`src/ppses_defs.svh`:
```
// Purpose: Offsets, field positions, reset values and widths of the event select block
// Assumes: Bit n of a field position is bit n of the 32-bit register word
// Notes:   Counter k fields sit at k * stride plus the field position
`ifndef PPSES_DEFS_SVH
`define PPSES_DEFS_SVH

`define PPSES_ADDR_W       16
`define PPSES_DATA_W       32
`define PPSES_INC_W        7
`define PPSES_TYPE_W       3

`define PPSES_CTRL_OFS     16'h0024
`define PPSES_CTR2_OFS     16'h0028
`define PPSES_CTR3_OFS     16'h002C

`define PPSES_CTRL_RST     32'h0000_0000
`define PPSES_COUNT_RST    32'h0000_0000
`define PPSES_CTRL_MASK    32'hE08F_E08F

`define PPSES_CTR_STRIDE   16
`define PPSES_PRIO3_POS    0
`define PPSES_PRIO2_POS    1
`define PPSES_PRIO1_POS    2
`define PPSES_PRIO0_POS    3
`define PPSES_DIR_POS      7
`define PPSES_TYPE_LSB     13

`endif

```
`src/ppses_pkg.sv`:
```
// Purpose: Types shared by the event select block
// Assumes: Constants come from the defs header
// Notes:   Event type codes follow the 3-bit type field
`include "ppses_defs.svh"

package ppses_pkg;

    typedef enum logic [2:0] {
        type_uni_req   = 3'h0,
        type_uni_all   = 3'h1,
        type_retry_sym = 3'h2,
        type_other_sym = 3'h3,
        type_uni_words = 3'h4,
        type_mc_pkt    = 3'h5,
        type_mc_sym    = 3'h6,
        type_mc_words  = 3'h7
    } ppses_type_e;

    typedef struct packed {
        logic [`PPSES_DATA_W-1:0]           ctrl;
        logic [1:0][`PPSES_INC_W-1:0]       inc;
        logic [`PPSES_DATA_W-1:0]           rd_data;
    } ppses_top_s;

    typedef struct packed {
        logic [`PPSES_DATA_W-1:0]           count;
    } ppses_accum_s;

endpackage

```
`src/ppses_accum.sv`:
```
// Purpose: One 32-bit statistics counter with software load
// Assumes: Increment arrives registered from the event selector
// Notes:   A software load in the same cycle drops that increment
`timescale 1ns/1ps
`include "ppses_defs.svh"

module ppses_accum (
    input  wire logic                     clk,
    input  wire logic                     nrst,
    input  wire logic                     ce,
    input  wire logic                     load,
    input  wire logic [`PPSES_DATA_W-1:0] load_data,
    input  wire logic [`PPSES_INC_W-1:0]  inc,
    output logic      [`PPSES_DATA_W-1:0] count
);

    ppses_pkg::ppses_accum_s st_ff;
    ppses_pkg::ppses_accum_s nxt_st;

    always_comb begin
        nxt_st = st_ff;
        if (load) begin
            nxt_st.count = load_data;
        end else begin
            nxt_st.count = st_ff.count + {25'h0000000, inc};
        end
    end

    always_ff @(posedge clk or negedge nrst) begin
        if (!nrst) begin
            st_ff.count <= `PPSES_COUNT_RST;
        end else if (ce) begin
            st_ff <= nxt_st;
        end
    end

    assign count = st_ff.count;

    count_step_a: assert property (@(posedge clk) disable iff (!nrst)
        ce && !load |=> count == $past(count) + {25'h0000000, $past(inc)})
        else $error("counter did not advance by the increment");

    freeze_hold_a: assert property (@(posedge clk) disable iff (!nrst)
        !ce |=> $stable(count))
        else $error("counter moved while clock enable was low");

endmodule

```
`src/ppses_match.sv`:
```
// Purpose: Turns one cycle of port events into an increment for one counter
// Assumes: Event inputs are valid for one cycle each
// Notes:   Control symbols carry no priority; any priority select enables them
`timescale 1ns/1ps
`include "ppses_defs.svh"

module ppses_match (
    input  wire logic [2:0]              ev_type,
    input  wire logic [3:0]              prio_sel,
    input  wire logic                    dir_sel,
    input  wire logic                    pkt_valid,
    input  wire logic                    pkt_dir,
    input  wire logic [1:0]              pkt_prio,
    input  wire logic                    pkt_multicast,
    input  wire logic                    pkt_request,
    input  wire logic                    pkt_maint,
    input  wire logic                    pkt_retried,
    input  wire logic [`PPSES_INC_W-1:0] pkt_words,
    input  wire logic                    sym_valid,
    input  wire logic                    sym_dir,
    input  wire logic                    sym_retry,
    input  wire logic                    sym_multicast,
    output logic      [`PPSES_INC_W-1:0] inc
);

    logic pkt_ok;
    logic sym_ok;
    logic uni_ok;
    logic mc_ok;

    // Retried packets never count; direction and priority gate every packet
    assign pkt_ok = pkt_valid && !pkt_retried && (pkt_dir == dir_sel) && prio_sel[pkt_prio];
    assign sym_ok = sym_valid && (sym_dir == dir_sel) && (|prio_sel);
    assign uni_ok = pkt_ok && !pkt_multicast;
    assign mc_ok  = pkt_ok && pkt_multicast;

    always_comb begin
        inc = 7'h00;
        case (ppses_pkg::ppses_type_e'(ev_type))
            ppses_pkg::type_uni_req: begin
                if (uni_ok && pkt_request && !pkt_maint) inc = 7'h01;
            end
            ppses_pkg::type_uni_all: begin
                if (uni_ok) inc = 7'h01;
            end
            ppses_pkg::type_retry_sym: begin
                if (sym_ok && sym_retry) inc = 7'h01;
            end
            ppses_pkg::type_other_sym: begin
                if (sym_ok && !sym_retry) inc = 7'h01;
            end
            ppses_pkg::type_uni_words: begin
                if (uni_ok) inc = pkt_words;
            end
            ppses_pkg::type_mc_pkt: begin
                if (mc_ok) inc = 7'h01;
            end
            ppses_pkg::type_mc_sym: begin
                if (sym_ok && sym_multicast) inc = 7'h01;
            end
            ppses_pkg::type_mc_words: begin
                if (mc_ok) inc = pkt_words;
            end
            default: inc = 7'h00;
        endcase
    end

endmodule

```
`src/ppses_top.sv`:
```
// Purpose: Per-port event selection and accumulation for statistics counters 2 and 3
// Assumes: Event inputs synchronous to clk; register port never waits
// Notes:   Control word holds type, priority and direction for both counters
// Function
// - Type 000 counts unicast non-maintenance requests only
// - Type 001 counts every unicast packet
// - Type 010 counts retry control symbols only
// - Type 011 counts non-retry control symbols
// - Type 100 adds unicast 32-bit words
// - Type 101 counts multicast packets only
// - Type 110 counts multicast control symbols
// - Type 111 adds multicast 32-bit words
// - Retried traffic never counts
// - Counter 2 type is bits 15:13, reset zero
// - Bits 16-18 select counter 3 priorities 3-1
// - No priority selected disables the counter
// - All priorities selected counts every priority
// - Direction bit: zero receive, one transmit
//
// Chosen here: the register offsets and strobed register access.
`timescale 1ns/1ps
`include "ppses_defs.svh"

module ppses_top (
    input  wire logic                     clk,
    input  wire logic                     nrst,
    input  wire logic                     ce,
    input  wire logic [`PPSES_ADDR_W-1:0] addr,
    input  wire logic [`PPSES_DATA_W-1:0] wr_data,
    input  wire logic                     wr_en,
    input  wire logic                     rd_en,
    output logic      [`PPSES_DATA_W-1:0] rd_data,
    input  wire logic                     pkt_valid,
    input  wire logic                     pkt_dir,
    input  wire logic [1:0]               pkt_prio,
    input  wire logic                     pkt_multicast,
    input  wire logic                     pkt_request,
    input  wire logic                     pkt_maint,
    input  wire logic                     pkt_retried,
    input  wire logic [`PPSES_INC_W-1:0]  pkt_words,
    input  wire logic                     sym_valid,
    input  wire logic                     sym_dir,
    input  wire logic                     sym_retry,
    input  wire logic                     sym_multicast,
    output logic      [`PPSES_DATA_W-1:0] ctr2_count,
    output logic      [`PPSES_DATA_W-1:0] ctr3_count
);

    ppses_pkg::ppses_top_s                st_ff;
    ppses_pkg::ppses_top_s                nxt_st;
    logic [1:0][`PPSES_INC_W-1:0]         inc_w;
    logic [1:0][`PPSES_DATA_W-1:0]        count_w;
    logic [1:0][`PPSES_TYPE_W-1:0]        cfg_type;
    logic [1:0][3:0]                      cfg_prio;
    logic [1:0]                           cfg_dir;
    logic [1:0]                           load_w;
    logic                                 ctrl_wr;

    assign ctrl_wr = wr_en && (addr == `PPSES_CTRL_OFS);

    genvar k;
    generate
        for (k = 0; k < 2; k = k + 1) begin : g_ctr
            localparam int BASE = k * `PPSES_CTR_STRIDE;
            localparam logic [`PPSES_ADDR_W-1:0] OFS = (k == 0) ? `PPSES_CTR2_OFS
                                                                : `PPSES_CTR3_OFS;

            // Field extraction from the shared control word
            assign cfg_type[k] = st_ff.ctrl[BASE + `PPSES_TYPE_LSB +: `PPSES_TYPE_W];
            assign cfg_prio[k] = {st_ff.ctrl[BASE + `PPSES_PRIO3_POS],
                                  st_ff.ctrl[BASE + `PPSES_PRIO2_POS],
                                  st_ff.ctrl[BASE + `PPSES_PRIO1_POS],
                                  st_ff.ctrl[BASE + `PPSES_PRIO0_POS]};
            assign cfg_dir[k]  = st_ff.ctrl[BASE + `PPSES_DIR_POS];
            assign load_w[k]   = ce && wr_en && (addr == OFS);

            ppses_match u_match (
                .ev_type       (cfg_type[k]),
                .prio_sel      (cfg_prio[k]),
                .dir_sel       (cfg_dir[k]),
                .pkt_valid     (pkt_valid),
                .pkt_dir       (pkt_dir),
                .pkt_prio      (pkt_prio),
                .pkt_multicast (pkt_multicast),
                .pkt_request   (pkt_request),
                .pkt_maint     (pkt_maint),
                .pkt_retried   (pkt_retried),
                .pkt_words     (pkt_words),
                .sym_valid     (sym_valid),
                .sym_dir       (sym_dir),
                .sym_retry     (sym_retry),
                .sym_multicast (sym_multicast),
                .inc           (inc_w[k])
            );

            ppses_accum u_accum (
                .clk       (clk),
                .nrst      (nrst),
                .ce        (ce),
                .load      (load_w[k]),
                .load_data (wr_data),
                .inc       (st_ff.inc[k]),
                .count     (count_w[k])
            );
        end
    endgenerate

    always_comb begin
        nxt_st         = st_ff;
        nxt_st.inc     = inc_w;
        nxt_st.rd_data = 32'h0000_0000;
        // Reserved bits are kept at zero so they read back as zero
        if (ctrl_wr) begin
            nxt_st.ctrl = wr_data & `PPSES_CTRL_MASK;
        end
        if (rd_en) begin
            if (addr == `PPSES_CTRL_OFS) begin
                nxt_st.rd_data = st_ff.ctrl;
            end else if (addr == `PPSES_CTR2_OFS) begin
                nxt_st.rd_data = count_w[0];
            end else if (addr == `PPSES_CTR3_OFS) begin
                nxt_st.rd_data = count_w[1];
            end else begin
                nxt_st.rd_data = 32'h0000_0000;
            end
        end
    end

    always_ff @(posedge clk or negedge nrst) begin
        if (!nrst) begin
            st_ff.ctrl    <= `PPSES_CTRL_RST;
            st_ff.inc     <= '0;
            st_ff.rd_data <= 32'h0000_0000;
        end else if (ce) begin
            st_ff <= nxt_st;
        end
    end

    assign rd_data    = st_ff.rd_data;
    assign ctr2_count = count_w[0];
    assign ctr3_count = count_w[1];

    // Checks on counter 2 selection, counter 3 gating, the control word and the read slot

    uni_req_count_a: assert property (@(posedge clk) disable iff (!nrst)
        ce && cfg_type[0] == 3'h0 && pkt_valid && !pkt_retried && pkt_dir == cfg_dir[0]
        && cfg_prio[0][pkt_prio] && !pkt_multicast && pkt_request && !pkt_maint
        |=> st_ff.inc[0] == 7'h01)
        else $error("unicast request not counted");

    uni_req_excl_a: assert property (@(posedge clk) disable iff (!nrst)
        ce && cfg_type[0] == 3'h0 && (!pkt_request || pkt_maint || pkt_multicast)
        |=> st_ff.inc[0] == 7'h00)
        else $error("response or maintenance packet counted as request");

    uni_all_a: assert property (@(posedge clk) disable iff (!nrst)
        ce && cfg_type[0] == 3'h1 && pkt_valid && !pkt_retried && pkt_dir == cfg_dir[0]
        && cfg_prio[0][pkt_prio] && !pkt_multicast
        |=> st_ff.inc[0] == 7'h01)
        else $error("unicast packet not counted");

    retry_sym_a: assert property (@(posedge clk) disable iff (!nrst)
        ce && cfg_type[0] == 3'h2
        |=> st_ff.inc[0] == {6'h00, $past(sym_valid && sym_retry && sym_dir == cfg_dir[0]
                                       && (|cfg_prio[0]))})
        else $error("retry symbol count wrong");

    other_sym_a: assert property (@(posedge clk) disable iff (!nrst)
        ce && cfg_type[0] == 3'h3
        |=> st_ff.inc[0] == {6'h00, $past(sym_valid && !sym_retry && sym_dir == cfg_dir[0]
                                       && (|cfg_prio[0]))})
        else $error("non-retry symbol count wrong");

    uni_words_a: assert property (@(posedge clk) disable iff (!nrst)
        ce && cfg_type[0] == 3'h4 && pkt_valid && !pkt_retried && pkt_dir == cfg_dir[0]
        && cfg_prio[0][pkt_prio] && !pkt_multicast
        |=> st_ff.inc[0] == $past(pkt_words))
        else $error("unicast word count wrong");

    mc_pkt_a: assert property (@(posedge clk) disable iff (!nrst)
        ce && cfg_type[0] == 3'h5 && (!pkt_multicast || !pkt_valid)
        |=> st_ff.inc[0] == 7'h00)
        else $error("non-multicast event counted as multicast packet");

    mc_sym_a: assert property (@(posedge clk) disable iff (!nrst)
        ce && cfg_type[0] == 3'h6 && sym_valid && sym_multicast && sym_dir == cfg_dir[0]
        && (|cfg_prio[0])
        |=> st_ff.inc[0] == 7'h01)
        else $error("multicast symbol not counted");

    mc_words_a: assert property (@(posedge clk) disable iff (!nrst)
        ce && cfg_type[0] == 3'h7 && pkt_valid && !pkt_retried && pkt_dir == cfg_dir[0]
        && cfg_prio[0][pkt_prio] && pkt_multicast
        |=> st_ff.inc[0] == $past(pkt_words))
        else $error("multicast word count wrong");

    retried_excl_a: assert property (@(posedge clk) disable iff (!nrst)
        ce && pkt_retried && !sym_valid
        |=> st_ff.inc[0] == 7'h00 && st_ff.inc[1] == 7'h00)
        else $error("retried packet counted");

    ctrl_type_rw_a: assert property (@(posedge clk) disable iff (!nrst)
        ce && ctrl_wr
        |=> cfg_type[0] == $past(wr_data[`PPSES_TYPE_LSB +: `PPSES_TYPE_W]))
        else $error("counter 2 type field did not take the write");

    ctr3_prio_rw_a: assert property (@(posedge clk) disable iff (!nrst)
        ce && ctrl_wr
        |=> cfg_prio[1][3:1] == {$past(wr_data[16]), $past(wr_data[17]), $past(wr_data[18])})
        else $error("counter 3 priority selects did not take the write");

    ctr3_off_a: assert property (@(posedge clk) disable iff (!nrst)
        ce && cfg_prio[1] == 4'h0
        |=> st_ff.inc[1] == 7'h00)
        else $error("counter 3 counted with no priority selected");

    all_prio_a: assert property (@(posedge clk) disable iff (!nrst)
        ce && cfg_prio[0] == 4'hF && cfg_type[0] == 3'h1 && pkt_valid && !pkt_retried
        && !pkt_multicast && pkt_dir == cfg_dir[0]
        |=> st_ff.inc[0] == 7'h01)
        else $error("packet missed with all priorities selected");

    dir_mismatch_a: assert property (@(posedge clk) disable iff (!nrst)
        ce && !sym_valid && pkt_dir != cfg_dir[0]
        |=> st_ff.inc[0] == 7'h00)
        else $error("packet of the other direction counted");

    read_slot_a: assert property (@(posedge clk) disable iff (!nrst)
        ce && !rd_en |=> rd_data == 32'h0000_0000)
        else $error("read data outside its slot");

    // Exclusions, counter 3 gating and read-back

    uni_all_excl_a: assert property (@(posedge clk) disable iff (!nrst)
        ce && cfg_type[0] == 3'h1 && (pkt_multicast || !pkt_valid)
        |=> st_ff.inc[0] == 7'h00)
        else $error("non-unicast event counted");

    uni_words_excl_a: assert property (@(posedge clk) disable iff (!nrst)
        ce && cfg_type[0] == 3'h4 && (pkt_multicast || pkt_retried || !pkt_valid)
        |=> st_ff.inc[0] == 7'h00)
        else $error("unicast words added wrongly");

    mc_sym_excl_a: assert property (@(posedge clk) disable iff (!nrst)
        ce && cfg_type[0] == 3'h6 && !(sym_valid && sym_multicast)
        |=> st_ff.inc[0] == 7'h00)
        else $error("non-multicast symbol counted");

    mc_words_excl_a: assert property (@(posedge clk) disable iff (!nrst)
        ce && cfg_type[0] == 3'h7 && (!pkt_multicast || pkt_retried || !pkt_valid)
        |=> st_ff.inc[0] == 7'h00)
        else $error("multicast words added wrongly");

    prio_mask_a: assert property (@(posedge clk) disable iff (!nrst)
        ce && !sym_valid && !cfg_prio[0][pkt_prio]
        |=> st_ff.inc[0] == 7'h00)
        else $error("unselected priority counted");

    ctr2_off_a: assert property (@(posedge clk) disable iff (!nrst)
        ce && cfg_prio[0] == 4'h0
        |=> st_ff.inc[0] == 7'h00)
        else $error("counter 2 counted while disabled");

    ctr3_uni_a: assert property (@(posedge clk) disable iff (!nrst)
        ce && cfg_type[1] == 3'h1 && pkt_valid && !pkt_retried && !pkt_multicast
        && pkt_dir == cfg_dir[1] && cfg_prio[1][pkt_prio]
        |=> st_ff.inc[1] == 7'h01)
        else $error("counter 3 missed a packet");

    ctr3_mask_a: assert property (@(posedge clk) disable iff (!nrst)
        ce && !sym_valid && !cfg_prio[1][pkt_prio]
        |=> st_ff.inc[1] == 7'h00)
        else $error("counter 3 unselected priority");

    ctr3_dir_a: assert property (@(posedge clk) disable iff (!nrst)
        ce && !sym_valid && pkt_dir != cfg_dir[1]
        |=> st_ff.inc[1] == 7'h00)
        else $error("counter 3 other direction");

    ctrl_read_a: assert property (@(posedge clk) disable iff (!nrst)
        ce && rd_en && addr == `PPSES_CTRL_OFS
        |=> rd_data == $past(st_ff.ctrl))
        else $error("control word read wrong");

    ctr2_read_a: assert property (@(posedge clk) disable iff (!nrst)
        ce && rd_en && addr == `PPSES_CTR2_OFS
        |=> rd_data == $past(ctr2_count))
        else $error("counter 2 read wrong");

    uni_req_c: cover property (@(posedge clk) disable iff (!nrst)
        ce && cfg_type[0] == 3'h0 ##1 st_ff.inc[0] == 7'h01);

    words_c: cover property (@(posedge clk) disable iff (!nrst)
        ce && cfg_type[0] == 3'h4 ##1 st_ff.inc[0] > 7'h01);

    ctr3_inc_c: cover property (@(posedge clk) disable iff (!nrst)
        st_ff.inc[1] != 7'h00);

    ctrl_rd_c: cover property (@(posedge clk) disable iff (!nrst)
        ce && ctrl_wr ##1 ce && rd_en && addr == `PPSES_CTRL_OFS);

    mc_words_c: cover property (@(posedge clk) disable iff (!nrst)
        ce && cfg_type[0] == 3'h7 ##1 st_ff.inc[0] > 7'h01);

endmodule

```
`config.mk`:
```
export PLATFORM = sky130hd
export DESIGN_NAME = ppses_top
export DESIGN_NICKNAME = d
export VERILOG_FILES = /design/src/ppses_pkg.sv /design/src/ppses_accum.sv /design/src/ppses_match.sv /design/src/ppses_top.sv
export VERILOG_INCLUDE_DIRS = /design/src
export SDC_FILE = /design/constraint.sdc
export NUM_CORES = 1
export LEC_CHECK = 0
export BUFFER_PORTS_ARGS = -buffer_cell sky130_fd_sc_hd__buf_2
export CAP_MARGIN = 20
export CORE_MARGIN = 2
export CORE_UTILIZATION = 54
export DETAILED_ROUTE_END_ITERATION = 10
export PLACE_DENSITY = 0.87
export REMOVE_ABC_BUFFERS = 1
export SYNTH_ARGS = -nofsm -noshare
export SYNTH_HDL_FRONTEND = slang
export SYNTH_SLANG_ARGS = --single-unit
```
`constraint.sdc`:
```
create_clock -name clk -period 6.3 [get_ports clk]
set_input_delay 0.63 -clock clk [delete_from_list [all_inputs] [get_ports clk]]
set_output_delay 0.63 -clock clk [all_outputs]
set_load 0.01 [all_outputs]
```
==> results of run 1 <==
[cell usage in the layout (no fill, tap or decap), drive strengths merged, types with 4 or more instances in the layout]
cell type  count
a211oi        14
a21oi         80
a222oi        15
a22oi         18
a311oi         5
a31oi          7
and2           8
and3          14
and4          10
buf          176
clkbuf        23
clkinv         4
dfrtp        126
ha            14
inv           15
mux2          18
nand2         53
nand2b         4
nand3         27
nand4         17
nor2          58
nor2b          4
nor3          30
nor4           8
o211ai         9
o21a           7
o21ai         37
o22ai         22
o2bb2ai       45
o31ai          8
o32ai          6
o41ai          4
or3            4
xnor2         10
xor2           4
[synthesized netlist by cell type (3+ instances only)]
| library cell | n |
|---|---|
| o32ai_1 | 6 |
| and4_1 | 10 |
| o21a_1 | 7 |
| o22ai_1 | 22 |
| o31ai_1 | 8 |
| a22oi_1 | 18 |
| and2_1 | 7 |
| nor2_1 | 58 |
| a21o_1 | 3 |
| nor4_1 | 6 |
| ha_1 | 14 |
| o2bb2ai_1 | 45 |
| xnor2_1 | 10 |
| nor2b_1 | 4 |
| nand4_1 | 17 |
| dfrtp_1 | 126 |
| o22a_1 | 3 |
| a311oi_1 | 5 |
| clkbuf_1 | 40 |
| o211ai_1 | 9 |
| o21ai_0 | 36 |
| a31oi_1 | 7 |
| buf_2 | 14 |
| and3_1 | 14 |
| nand3_1 | 27 |
| a41oi_1 | 3 |
| nand2_1 | 52 |
| inv_1 | 14 |
| a222oi_1 | 15 |
| xor2_1 | 4 |
| nor3_1 | 28 |
| o41ai_1 | 4 |
| or3_1 | 4 |
| a211oi_1 | 14 |
| nand2b_1 | 4 |
| a21oi_1 | 80 |
| mux2_2 | 18 |
[layout make-up]
| cell class | instances | area [µm²] | area share (%) |
|---|---|---|---|
| clock buffers | 23 | 488 | 5.47 |
| flip-flops and latches | 126 | 3150 | 35.4 |
| multi-input cells | 600 | 3950 | 44.3 |
| well taps | 176 | 220 | 2.47 |
| repair buffers | 176 | 916 | 10.3 |
| clock inverters | 9 | 133 | 1.49 |
| inverters | 15 | 56.3 | 0.631 |
[per-layer routing]
layer  vias to the layer above  GRT usage (%)
met2                       622           52.9
met5                         -              0
met1                      3670           47.2
met4                         0           18.6
met3                       137           12.1
li1                       3380              -
[registers in the layout, indices dropped and copies added (netlist names)]
name,count
cfg_prio,8
g_ctr.u_accum.count,64
st_ff,14
rd_data,32
cfg_type,6
cfg_dir,2
[cells by family after synthesis]
kind of cell | share of synthesized area [%]
multiplexers | 3.62
AND/OR/NAND/NOR | 17.2
flip-flops | 42.6
XOR/XNOR | 1.66
AO/OA/AOI/OAI | 28.0
buffers and inverters | 4.01
adder cells (fa/ha/maj) | 2.91
[power groups by stage]
stage | Combinational (mW) | Sequential, mW | Clock (mW)
2_1_floorplan | 0.222 | 0.966 | 0
3_3_place_gp | 0.413 | 0.967 | 0
3_5_place_dp | 0.424 | 0.970 | 0
4_1_cts | 0.429 | 0.955 | 1.03
5_1_grt | 0.481 | 0.968 | 1.07
6_report | 0.435 | 0.959 | 1.03
[final timing paths]
check	startpoint	end	slack [ns]	cells past startpoint
worst min register to register	rd_data[22]	rd_data[22]	0.48	1
worst max-delay path	g_ctr[1].u_accum.count[0]	g_ctr[1].u_accum.count[26]	3.16	8
worst max register to register	g_ctr[1].u_accum.count[0]	g_ctr[1].u_accum.count[26]	3.16	8
max in group asynchronous	nrst	rd_data[24]	4.74	2
min in group clk	rd_data[22]	rd_data[22]	0.48	1
worst min-delay path	nrst	g_ctr[1].u_accum.count[1]	0.33	1
==> metrics.md, run 1 <==
| Metric | Value |
|---|---|
| Syn avg cell area | `approximately 9.3 µm²` |
| Slew Limit Fails | `0` |
| Critical Path Max Stage Delay | `between 0.7 and 0.8 ns` |
| Synth top area share | `between 40% and 50%` |
| # fillers | `~1.1k` |
| Power Total | `~2.4 mW` |
| Met2 wire length | `approximately 11000 µm` |
| Final nets | `1024` |
| IO Port Bufs | `about 170` |
| Layout cells sized above 1 | `25.1%` |
| CP max FO | `7` |
| Synthesis-to-finish area growth | `20.5%` |
| Die width | `121 µm` |
| Data required, critical path | `~6.7 ns` |
| Worst-Margin Slew | `1.04 ns` |
| RSZ-0062 raised after global routing | `false` |
| Initial DRC count | `1263` |
| Crit-path slowest cell | `a21oi_1` |
| F_max | `about 320 MHz` |
| Pre-CTS setup slack | `3.04 ns` |
| Synth top area cells | `dfrtp_1 43%, a21oi_1 5.4%, o2bb2ai_1 5.3%` |
| Status | `completed` |
| Buffers from clock root to sink, at most | `2` |
| Setup crit end kind | `flip-flop` |
| Cell variety after synth | `68` |
| Startpoint Class | `flip-flop` |
| Vias/cell | `a little under 7` |
| Yosys top cell by area | `dfrtp_1` |
| Final non-filler cell total | `between 1k and 1.5k` |
| Int Pwr | `1.70 mW` |
| Final std cell area, no fill | `slightly below 9000 µm²` |
| Delay-heaviest family, CP | `compound AO/OA/AOI/OAI gates` |
| Final setup violation count | `0` |
| Worst hold path type | `in -> async` |
| Initial antenna violation count | `0` |
| DR WL met3 | `around 3500 µm` |
| Via count | `7809` |
| Leakage | `just under 4 nW` |
| Congestion Overflow GR | `0` |
| Pre-Repair DR Iteration Count | `6` |
| Synth warn | `0` |
| # IOs | `168` |
| CTS Hold Bufs | `0` |
| Cell area after synthesis | `7400 µm²` |
| Power per cell area | `roughly 270 nW/µm²` |
| Util after Layout | `67.1%` |
| Final period utilization | `about 50%` |
| WL final | `25600 µm` |
| CTS sink count | `126` |
| Number of global-route vias before repair | `7510` |
| Post-CTS Resized | `0` |
| #FFs+latches synth | `between 100 and 150` |
| Post-CTS setup buffer count | `0` |
| Antenna viol nets, final | `0` |
| Wirelength per Cell | `approximately 23 µm` |
| Largest net degree at the start of global routing | `74` |
| Hold WS | `approximately 0.33 ns` |
| Synth Flop Type | `dfrtp_1` |
| Setup_tns | `0 ns` |
| Worst Skew | `roughly 0.0089 ns` |
| Register area share after synthesis | `about 43%` |
| Die Y-Extent | `121 µm` |
| Area post-placement | `around 8300 µm²` |
| Global placer's final weighted congestion | `about 1.0` |
| Seq pwr share | `around two fifths` |
| Post-Place Cells | `roughly 1.1k` |
| Core Area | `13300 µm²` |
| Switching Share | `29.8%` |
| Cells after Synth | `approximately 800` |
| Post-layout min period | `around 3.1 ns` |
| GRT Overall Usage | `36.0%` |
| Ys async rst share | `100%` |
| Detail Placement HPWL | `17400 µm` |
| # DRC | `0` |
| WP data arrival | `about 3.5 ns` |
| CP Class | `reg -> reg` |
| CTS Buf Count | `17` |
| Antenna cells | `0` |
| First-pass GRT wire length | `between 40000 and 50000 µm` |
| Met1 Routed Length | `around 10000 µm` |
| Clock Power Share | `42.5%` |
| CTS tree | `yes` |
| Post-synth EDFFs | `0` |
| DR top layer | `met4` |
| Comb power frac | `18.0%` |
| Setup WS post-layout | `~3.2 ns` |
| Worst rel slew slack | `~30%` |
| Buf/Inv on CP | `0` |
| Root Buffer | `clkbuf_16` |
| CP Cell Sequence | `ha_1 > fa_1 > a211oi_1 > o21ai_0 > a21oi_1 > nor2_1 > a31oi_1 > o21a_1` |
| Final Hold Fails | `0` |
| Worst-path clk slew | `about 0.060 ns` |
| Overall die area | `about 15000 µm²` |
| Num rows | `42` |
| VDD IR-drop max | `0.000213 V` |
| H-tree Lvls | `4` |
| Worst-skew pair later-pin latency | `around 0.43 ns` |
| Sw Pwr | `between 700 and 800 µW` |
| Max Cap Viol | `0` |
| Initial Utilization | `55.7%` |
No activity file was read; power rests on OpenSTA's default activity.
==> run 2: changes to the inputs <==
- ABC_AREA: not set -> 1
- PLACE_DENSITY: 0.87 -> 0.85
- clock period: 6.3 -> 3.1 ns (I/O delays scaled with it)
==> run 2 against run 1 <==
- setup slack got worse by 2.4 ns
- core utilization fell by 2.6 points
- sequential cell count did not move
- register-to-register slack got worse by 2.4 ns
- non-clock buffer count increased by 7
- clock power up 95%
- synthesized cell count grew 78%
- highest routed layer unchanged
==> metrics.md, run 2 <==
| Metric | Value |
|---|---|
| Status | `completed` |
| Largest family of logic cells by synthesized area | `simple AND/OR/NAND/NOR gates` |
| Overall die area | `17600 µm² (+20%)` |
| CP max FO | `5 (-2)` |
| Antenna viol nets, final | `0 (unchanged)` |
| Pre-CTS setup slack | `0.725 ns (-2.31 ns)` |
| Initial Utilization | `54.6% (-1.1 points)` |
| Final Hold Fails | `0 (unchanged)` |
| Final period utilization | `74.8% (+25 points)` |
| Worst-skew pair later-pin latency | `0.44 ns (about the same)` |
| Synth top area share | `35.3% (-7.3 points)` |
| Top-count cell post-synth | `nand2_1` |
| Met2 wire length | `14100 µm (+27%)` |
| Post-CTS setup buffer count | `0 (unchanged)` |
| WP data arrival | `2.64 ns (-0.87 ns)` |
| CP Cell Sequence | `ha_1 > fa_1 > nand2_1 > nand2_1 > nand3_1 > nand2_1 > nand2_1 > nand2_1 > nand3_1 > nand3_1 > nand2_1 > nand2_1` |
| Worst-path clk slew | `0.06 ns (about the same)` |
| Most frequent cells in the layout | `514 x nand2_1, 211 x nand3_1, 182 x inv_1, 166 x buf_2, 126 x dfrtp_1` |
| Mux contribution to synthesized area | `0% (-3.6 points)` |
| Crit-path most repeated cell | `nand2_1` |
| CP Class | `reg -> reg` |
| Cell variety after synth | `32 (-53%)` |
| H-tree Lvls | `4 (unchanged)` |
| #FFs+latches synth | `126 (unchanged)` |
| Slew Limit Fails | `0 (unchanged)` |
| Final setup violation count | `0 (unchanged)` |
| Detail Placement HPWL | `22900 µm (+31%)` |
| Worst Skew | `0.00949 ns (+0.000596 ns)` |
| Power per cell area | `486 nW/µm² (+79%)` |
| DR WL met3 | `3080 µm (-11%)` |
| Final nets | `1656 (+62%)` |
| Largest regs | `g_ctr.u_accum.count: 64 flops, rd_data: 32 flops, st_ff: 14 flops` |
| RSZ-0062 raised after global routing | `false` |
| Delay-heaviest family, CP | `simple AND/OR/NAND/NOR gates` |
| Post-synth top cells | `514 x nand2_1, 211 x nand3_1, 182 x inv_1, 126 x dfrtp_1, 92 x nor2_1` |
| Setup WS post-layout | `0.782 ns (-2.38 ns)` |
| Crit-path slowest cell | `fa_1` |
| Largest net degree at the start of global routing | `54 (-27%)` |
| VDD IR-drop max | `0.000432 V (+100%)` |
| CTS tree | `yes` |
| # IOs | `168 (unchanged)` |
| Final non-filler cell total | `1801 (+60%)` |
| Worst-Margin Slew | `0.753 ns (-0.283 ns)` |
| Largest register by flop count | `g_ctr.u_accum.count` |
| Synth warn | `0 (unchanged)` |
| Worst rel slew slack | `49.8% (+19 points)` |
| Number of global-route vias before repair | `9449 (+26%)` |
| Max Cap Viol | `0 (unchanged)` |
| CTS Buf Count | `17 (unchanged)` |
| GRT Overall Usage | `35.4% (-0.57 points)` |
| Register area share after synthesis | `35.3% (-7.3 points)` |
| # fillers | `1533 (+46%)` |
| Most common cell after layout, fill and taps aside | `nand2_1` |
| Pre-Repair DR Iteration Count | `9 (+3)` |
| Setup_tns | `0 ns (unchanged)` |
| Synth Area in Adders | `2.41% (-0.50 points)` |
| Via count | `10.1k (+29%)` |
| Cell area after synthesis | `8930 µm² (+21%)` |
| Antenna cells | `0 (unchanged)` |
| Worst hold path type | `in -> reg` |
| Initial DRC count | `1230 (-2.6%)` |
| Vias/cell | `5.61 (-19%)` |
| Wirelength per Cell | `17.1 µm (-25%)` |
| Synth Flop Type | `dfrtp_1` |
| Setup crit end kind | `flip-flop` |
| Post-layout min period | `2.32 ns (-0.821 ns)` |
| IO Port Bufs | `167 (unchanged)` |
| Die Y-Extent | `133 µm (+9.5%)` |
| Post-synth EDFFs | `0 (unchanged)` |
| DR top layer | `met4` |
| Die width | `133 µm (+9.5%)` |
| Post-Place Cells | `1768 (+62%)` |
| Leakage | `5.76 nW (+46%)` |
| Cells after Synth | `1419 (+78%)` |
| Met1 Routed Length | `12400 µm (+28%)` |
| Synthesis-to-finish area growth | `18.0%` |
| XOR/XNOR Fraction of Synth Area | `0.883% (-0.77 points)` |
| Initial antenna violation count | `0 (unchanged)` |
| Global placer's final weighted congestion | `0.973 (-3.7%)` |
| Ys async rst share | `100% (unchanged)` |
| Layout cells sized above 1 | `14.2% (-11 points)` |
| Buffers from clock root to sink, at most | `2 (unchanged)` |
| # DRC | `0 (unchanged)` |
| F_max | `431 MHz (+35%)` |
| Congestion Overflow GR | `0 (unchanged)` |
| Root Buffer | `clkbuf_16` |
| Max reg flops | `64 (unchanged)` |
| Critical Path Max Stage Delay | `0.44 ns (-0.32 ns)` |
| Startpoint Class | `flip-flop` |
| Synth top area cells | `dfrtp_1 35%, nand2_1 22%, nand3_1 12%` |
| Syn avg cell area | `6.29 µm² (-32%)` |
| Data required, critical path | `3.43 ns (-3.24 ns)` |
| Num rows | `47 (+12%)` |
| WL final | `30700 µm (+20%)` |
| CTS sink count | `126 (unchanged)` |
| Synth Area in Compound Gates | `9.59% (-18 points)` |
| Post-synthesis simple-gate area fraction | `41.3% (+24 points)` |
| First-pass GRT wire length | `49000 µm (+21%)` |
| Core Area | `16300 µm² (+23%)` |
| Yosys top cell by area | `dfrtp_1` |
| Buf/Inv on CP | `0 (unchanged)` |
## run 2: path summary, 6_finish.rpt
path | end | depth (start not counted) | from | slack, ns
max | g_ctr[1].u_accum.count[26] | 12 | g_ctr[1].u_accum.count[0] | 0.78
min | st_ff[34] | 3 | pkt_words[2] | 0.17
max reg2reg | g_ctr[1].u_accum.count[26] | 12 | g_ctr[1].u_accum.count[0] | 0.78
min reg2reg | rd_data[17] | 2 | rd_data[17] | 0.47
max in group asynchronous | g_ctr[1].u_accum.count[3] | 3 | nrst | 1.90
min in group asynchronous | cfg_prio[5] | 2 | nrst | 0.49
## run 2: area by class of cell
cell class	count	area, µm²	share of cell area [%]
well taps	220	275	2.61
multi-input cells	1054	4840	45.9
flip-flops and latches	126	3150	29.9
clock inverters	13	140	1.33
clock buffers	19	443	4.20
inverters	186	699	6.64
repair buffers	183	986	9.36
## run 2: cells by family (layout without fill, tap and decap cells)
logic type               count (synthesis)  count (layout)
AO/OA/AOI/OAI                          159             159
XOR/XNOR                                 9               9
adder cells (fa/ha/maj)                 16              16
buffers and inverters                  239             401
flip-flops                             126             126
AND/OR/NAND/NOR                        870             870
## run 2: routing by layer
metal | vias up | GRT usage (%)
met2 | 585 | 57.0
met5 | - | 0
met3 | 93 | 7.43
met1 | 4590 | 46.9
li1 | 4837 | -
met4 | 0 | 14.1
## run 2: metrics by stage
stage / cell area (µm²) / util, % / hold slack, ns / total power, mW
2_1_floorplan: 8690 / - / 0.0144 / 2.57
3_3_place_gp: 9940 / 60.8 / 0.415 / 3.07
3_5_place_dp: 9940 / 60.8 / 0.423 / 3.10
4_1_cts: 10500 / 64.4 / 0.174 / 5.09
5_1_grt: 10500 / 64.4 / 0.191 / 5.34
6_report: 10500 / 64.4 / 0.173 / 5.12
## run 2: timing repair
item / CTS / global route
gates resized for setup: 0 / 0
hold buffers: 1 / 0
hold endpoints to repair: 51 / 0
## run 2: where the power goes
part	leakage (nW)	internal, mW	switching, mW
clock	0.276	1.20	0.804
combinational	3.78	0.373	0.616
sequential	1.71	1.80	0.318
## run 2: tightest hold or removal path, delay by kind of cell
kind	cells	cell delay, ns
AO/OA/AOI/OAI	1	0.08
buffers and inverters	1	0.11
AND/OR/NAND/NOR	1	0.07
==> run 3: changes to the inputs <==
- clock period: 3.1 -> 2.35 ns (I/O delays scaled with it)
==> run 3 against run 2 <==
- combinational power up 37%
- sequential share of layout area fell by 0.26 points
- critical path depth decreased by 1
- global-route usage up 1.6 points
- first-iteration DRC count decreased by 5.8%
- non-clock buffer count grew 11
- die area unchanged
- clock-buffer cell count up 2
- critical endpoint is now g_ctr[0].u_accum.count[12]
- clock power increased by 34%
- largest power group unchanged
- wire length is 4.9% higher
==> metrics.md, run 3 (same netlist as run 2, synthesis figures left out) <==
| Metric | Value |
|---|---|
| H-tree Lvls | `4 (unchanged)` |
| CP Class | `reg -> reg` |
| Met3 Usage GRT | `6.21% (-1.2 points)` |
| Antenna viol nets, final | `0 (unchanged)` |
| Util after Layout | `65.0% (+0.57 points)` |
| Area occupied by multi-input gates | `4840 µm² (+0.16%)` |
| Leakage | `5.84 nW (+1.3%)` |
| Initial Utilization | `54.6% (unchanged)` |
| First-pass GRT wire length | `51100 µm (+4.4%)` |
| IO Port Bufs | `167 (unchanged)` |
| Synthesis-to-finish area growth | `19.0%` |
| GRT Overall Usage | `37.1% (+1.6 points)` |
| Congestion Overflow GR | `0 (unchanged)` |
| Wirelength per Cell | `17.8 µm (+4.4%)` |
| Reg-to-Reg Start | `g_ctr[0].u_accum.count[0]` |
| Data required, critical path | `2.64 ns (-0.79 ns)` |
| Final nets | `1667 (+0.66%)` |
| RSZ-0062 raised after global routing | `false` |
| VDD IR-drop max | `0.000517 V (+20%)` |
| Post-layout min period | `2.23 ns (-0.0891 ns)` |
| Detail Placement HPWL | `24000 µm (+4.8%)` |
| Worst rel slew slack | `52.1% (+2.3 points)` |
| Die width | `133 µm (unchanged)` |
| Most frequent cells in the layout | `511 x nand2_1, 211 x nand3_1, 182 x inv_1, 166 x buf_2, 126 x dfrtp_1` |
| Setup_tns | `0 ns (unchanged)` |
| Global placer's final weighted congestion | `0.995 (+2.3%)` |
| Largest net degree at the start of global routing | `64 (+19%)` |
| Pre-Repair DR Iteration Count | `6 (-3)` |
| Worst reg2reg path endpoint | `g_ctr[0].u_accum.count[12]` |
| # IOs | `168 (unchanged)` |
| Overall die area | `17600 µm² (unchanged)` |
| Power per cell area | `643 nW/µm² (+32%)` |
| Via count | `10.3k (+2.2%)` |
| Slew Limit Fails | `0 (unchanged)` |
| R2R cell count | `11 (-1)` |
| Startpoint Class | `flip-flop` |
| CP max FO | `6 (+1)` |
| Power Total | `6.84 mW (+34%)` |
| Die Y-Extent | `133 µm (unchanged)` |
| Core Area | `16300 µm² (unchanged)` |
| Max reg flops | `64 (unchanged)` |
| Setup crit end kind | `flip-flop` |
| Final period utilization | `94.8% (+20 points)` |
| # DRC | `0 (unchanged)` |
| Worst-Margin Slew | `0.718 ns (-0.0351 ns)` |
| Area post-placement | `10000 µm² (+0.83%)` |
| Antenna cells | `0 (unchanged)` |
| Status | `completed` |
| Met1 usage | `51.3% (+4.4 points)` |
| Worst hold path type | `in -> reg` |
| Worst Setup EP | `g_ctr[0].u_accum.count[12]` |
| FF+latch area | `3150 µm² (unchanged)` |
| Worst-skew pair later-pin latency | `0.43 ns (about the same)` |
| Buffers from clock root to sink, at most | `2 (unchanged)` |
| Initial DRC count | `1159 (-5.8%)` |
| F_max | `449 MHz (+4.0%)` |
| WL final | `32200 µm (+4.9%)` |
| Post-Place Cells | `1779 (+0.62%)` |
| Num rows | `47 (unchanged)` |
| Final non-filler cell total | `1809 (+0.44%)` |
| Final std cell area, no fill | `10600 µm² (+0.88%)` |
| CTS Buf Count | `17 (unchanged)` |
| Largest register by flop count | `g_ctr.u_accum.count` |
| WP data arrival | `2.52 ns (-0.12 ns)` |
| Number of global-route vias before repair | `9554 (+1.1%)` |
| Root Buffer | `clkbuf_16` |
| Final Hold Fails | `0 (unchanged)` |
| CTS tree | `yes` |
| CTS sink count | `126 (unchanged)` |
| Top Usage Layer GRT | `met2` |
| Layout cells sized above 1 | `14.9% (+0.62 points)` |
| Max Cap Viol | `0 (unchanged)` |
| Global routing usage on met2 | `57.1% (about the same)` |
| # fillers | `1562 (+1.9%)` |
| Final setup violation count | `0 (unchanged)` |
| R2R Setup Slk | `0.12 ns (-0.66 ns)` |
| Initial antenna violation count | `0 (unchanged)` |
| Largest regs | `g_ctr.u_accum.count: 64 flops, rd_data: 32 flops, st_ff: 14 flops` |
| Vias/cell | `5.71 (+1.7%)` |
| Worst-path clk slew | `0.06 ns (about the same)` |
| Worst Skew | `0.0116 ns (+0.00216 ns)` |
| Critical Path Source | `g_ctr[0].u_accum.count[0]` |
| Most common cell after layout, fill and taps aside | `nand2_1` |
-- run 3: cell count changes in the layout (fill, tap and decap cells not counted), moves of 3 or more --
cell        before  now
clkinvlp_4       4    0
buf_4           14   25
nand2_2          0    3
nand2_1        514  511
-- run 3: layer usage --
layer  part of all wire [%]  wire length [µm]
met3                    9.8              3160
met4                    3.8              1220
met1                     41             13200
met5                      0                 0
met2                     45             14600
-- run 3: repair_timing --
action / 4_1_cts / 5_1_grt
hold buffers: 1 / 0
endpoints found under the hold margin: 35 / 0
gates resized for setup: 0 / 3
buffers inserted: 0 / 0
endpoints found under the setup margin: 0 / 4
-- run 3: worst max-delay path, stage by stage (launching register included) --
cell and delay [ns]:
dfrtp_1 0.42, ha_1 0.25, fa_1 0.42, nand2_1 0.14, nand2_1 0.09, and2_1 0.19, nand2_1 0.10, nand2_1 0.16
nand2_1 0.10, nand3_1 0.06, nand2_1 0.09, o21ai_0 0.08
-- run 3: worst min path at each step --
stage                 from                         end  slack (ns)  cells past startpoint
2_1_floorplan         nrst                  cfg_dir[0]       -0.06                      0
3_3_place_gp          nrst  g_ctr[1].u_accum.count[20]        0.26                      1
3_5_place_dp          nrst  g_ctr[1].u_accum.count[20]        0.27                      1
4_1_cts        wr_data[17]                 cfg_prio[6]        0.11                      3
5_1_grt         wr_data[3]                 cfg_prio[0]        0.13                      3
6_report        wr_data[3]                 cfg_prio[0]        0.11                      3
-- run 3: metrics by stage --
step	setup WS [ns]	hold WS, ns
after floorplan	-0.242	-0.0606
after global routing	0.00192	0.126
after detailed placement	0.165	0.269
final	0.121	0.107
after CTS	0.163	0.109
after global placement	0.217	0.258
-- run 3: area by class of cell --
| type | instances | share of cell area, % |
|---|---|---|
| Clock buffer | 21 | 4.43 |
| Timing Repair Buffer | 194 | 10.1 |
| Clock inverter | 8 | 1.08 |
| Multi-Input combinational cell | 1054 | 45.6 |
| Tap cell | 220 | 2.59 |
| Sequential cell | 126 | 29.7 |
| Inverter | 186 | 6.58 |
-- run 3: power breakdown --
part / internal, mW / leakage [nW] / total [mW] / switching, mW
sequential: 2.38 / 1.71 / 2.79 / 0.410
combinational: 0.501 / 3.84 / 1.35 / 0.852
clock: 1.72 / 0.294 / 2.70 / 0.973
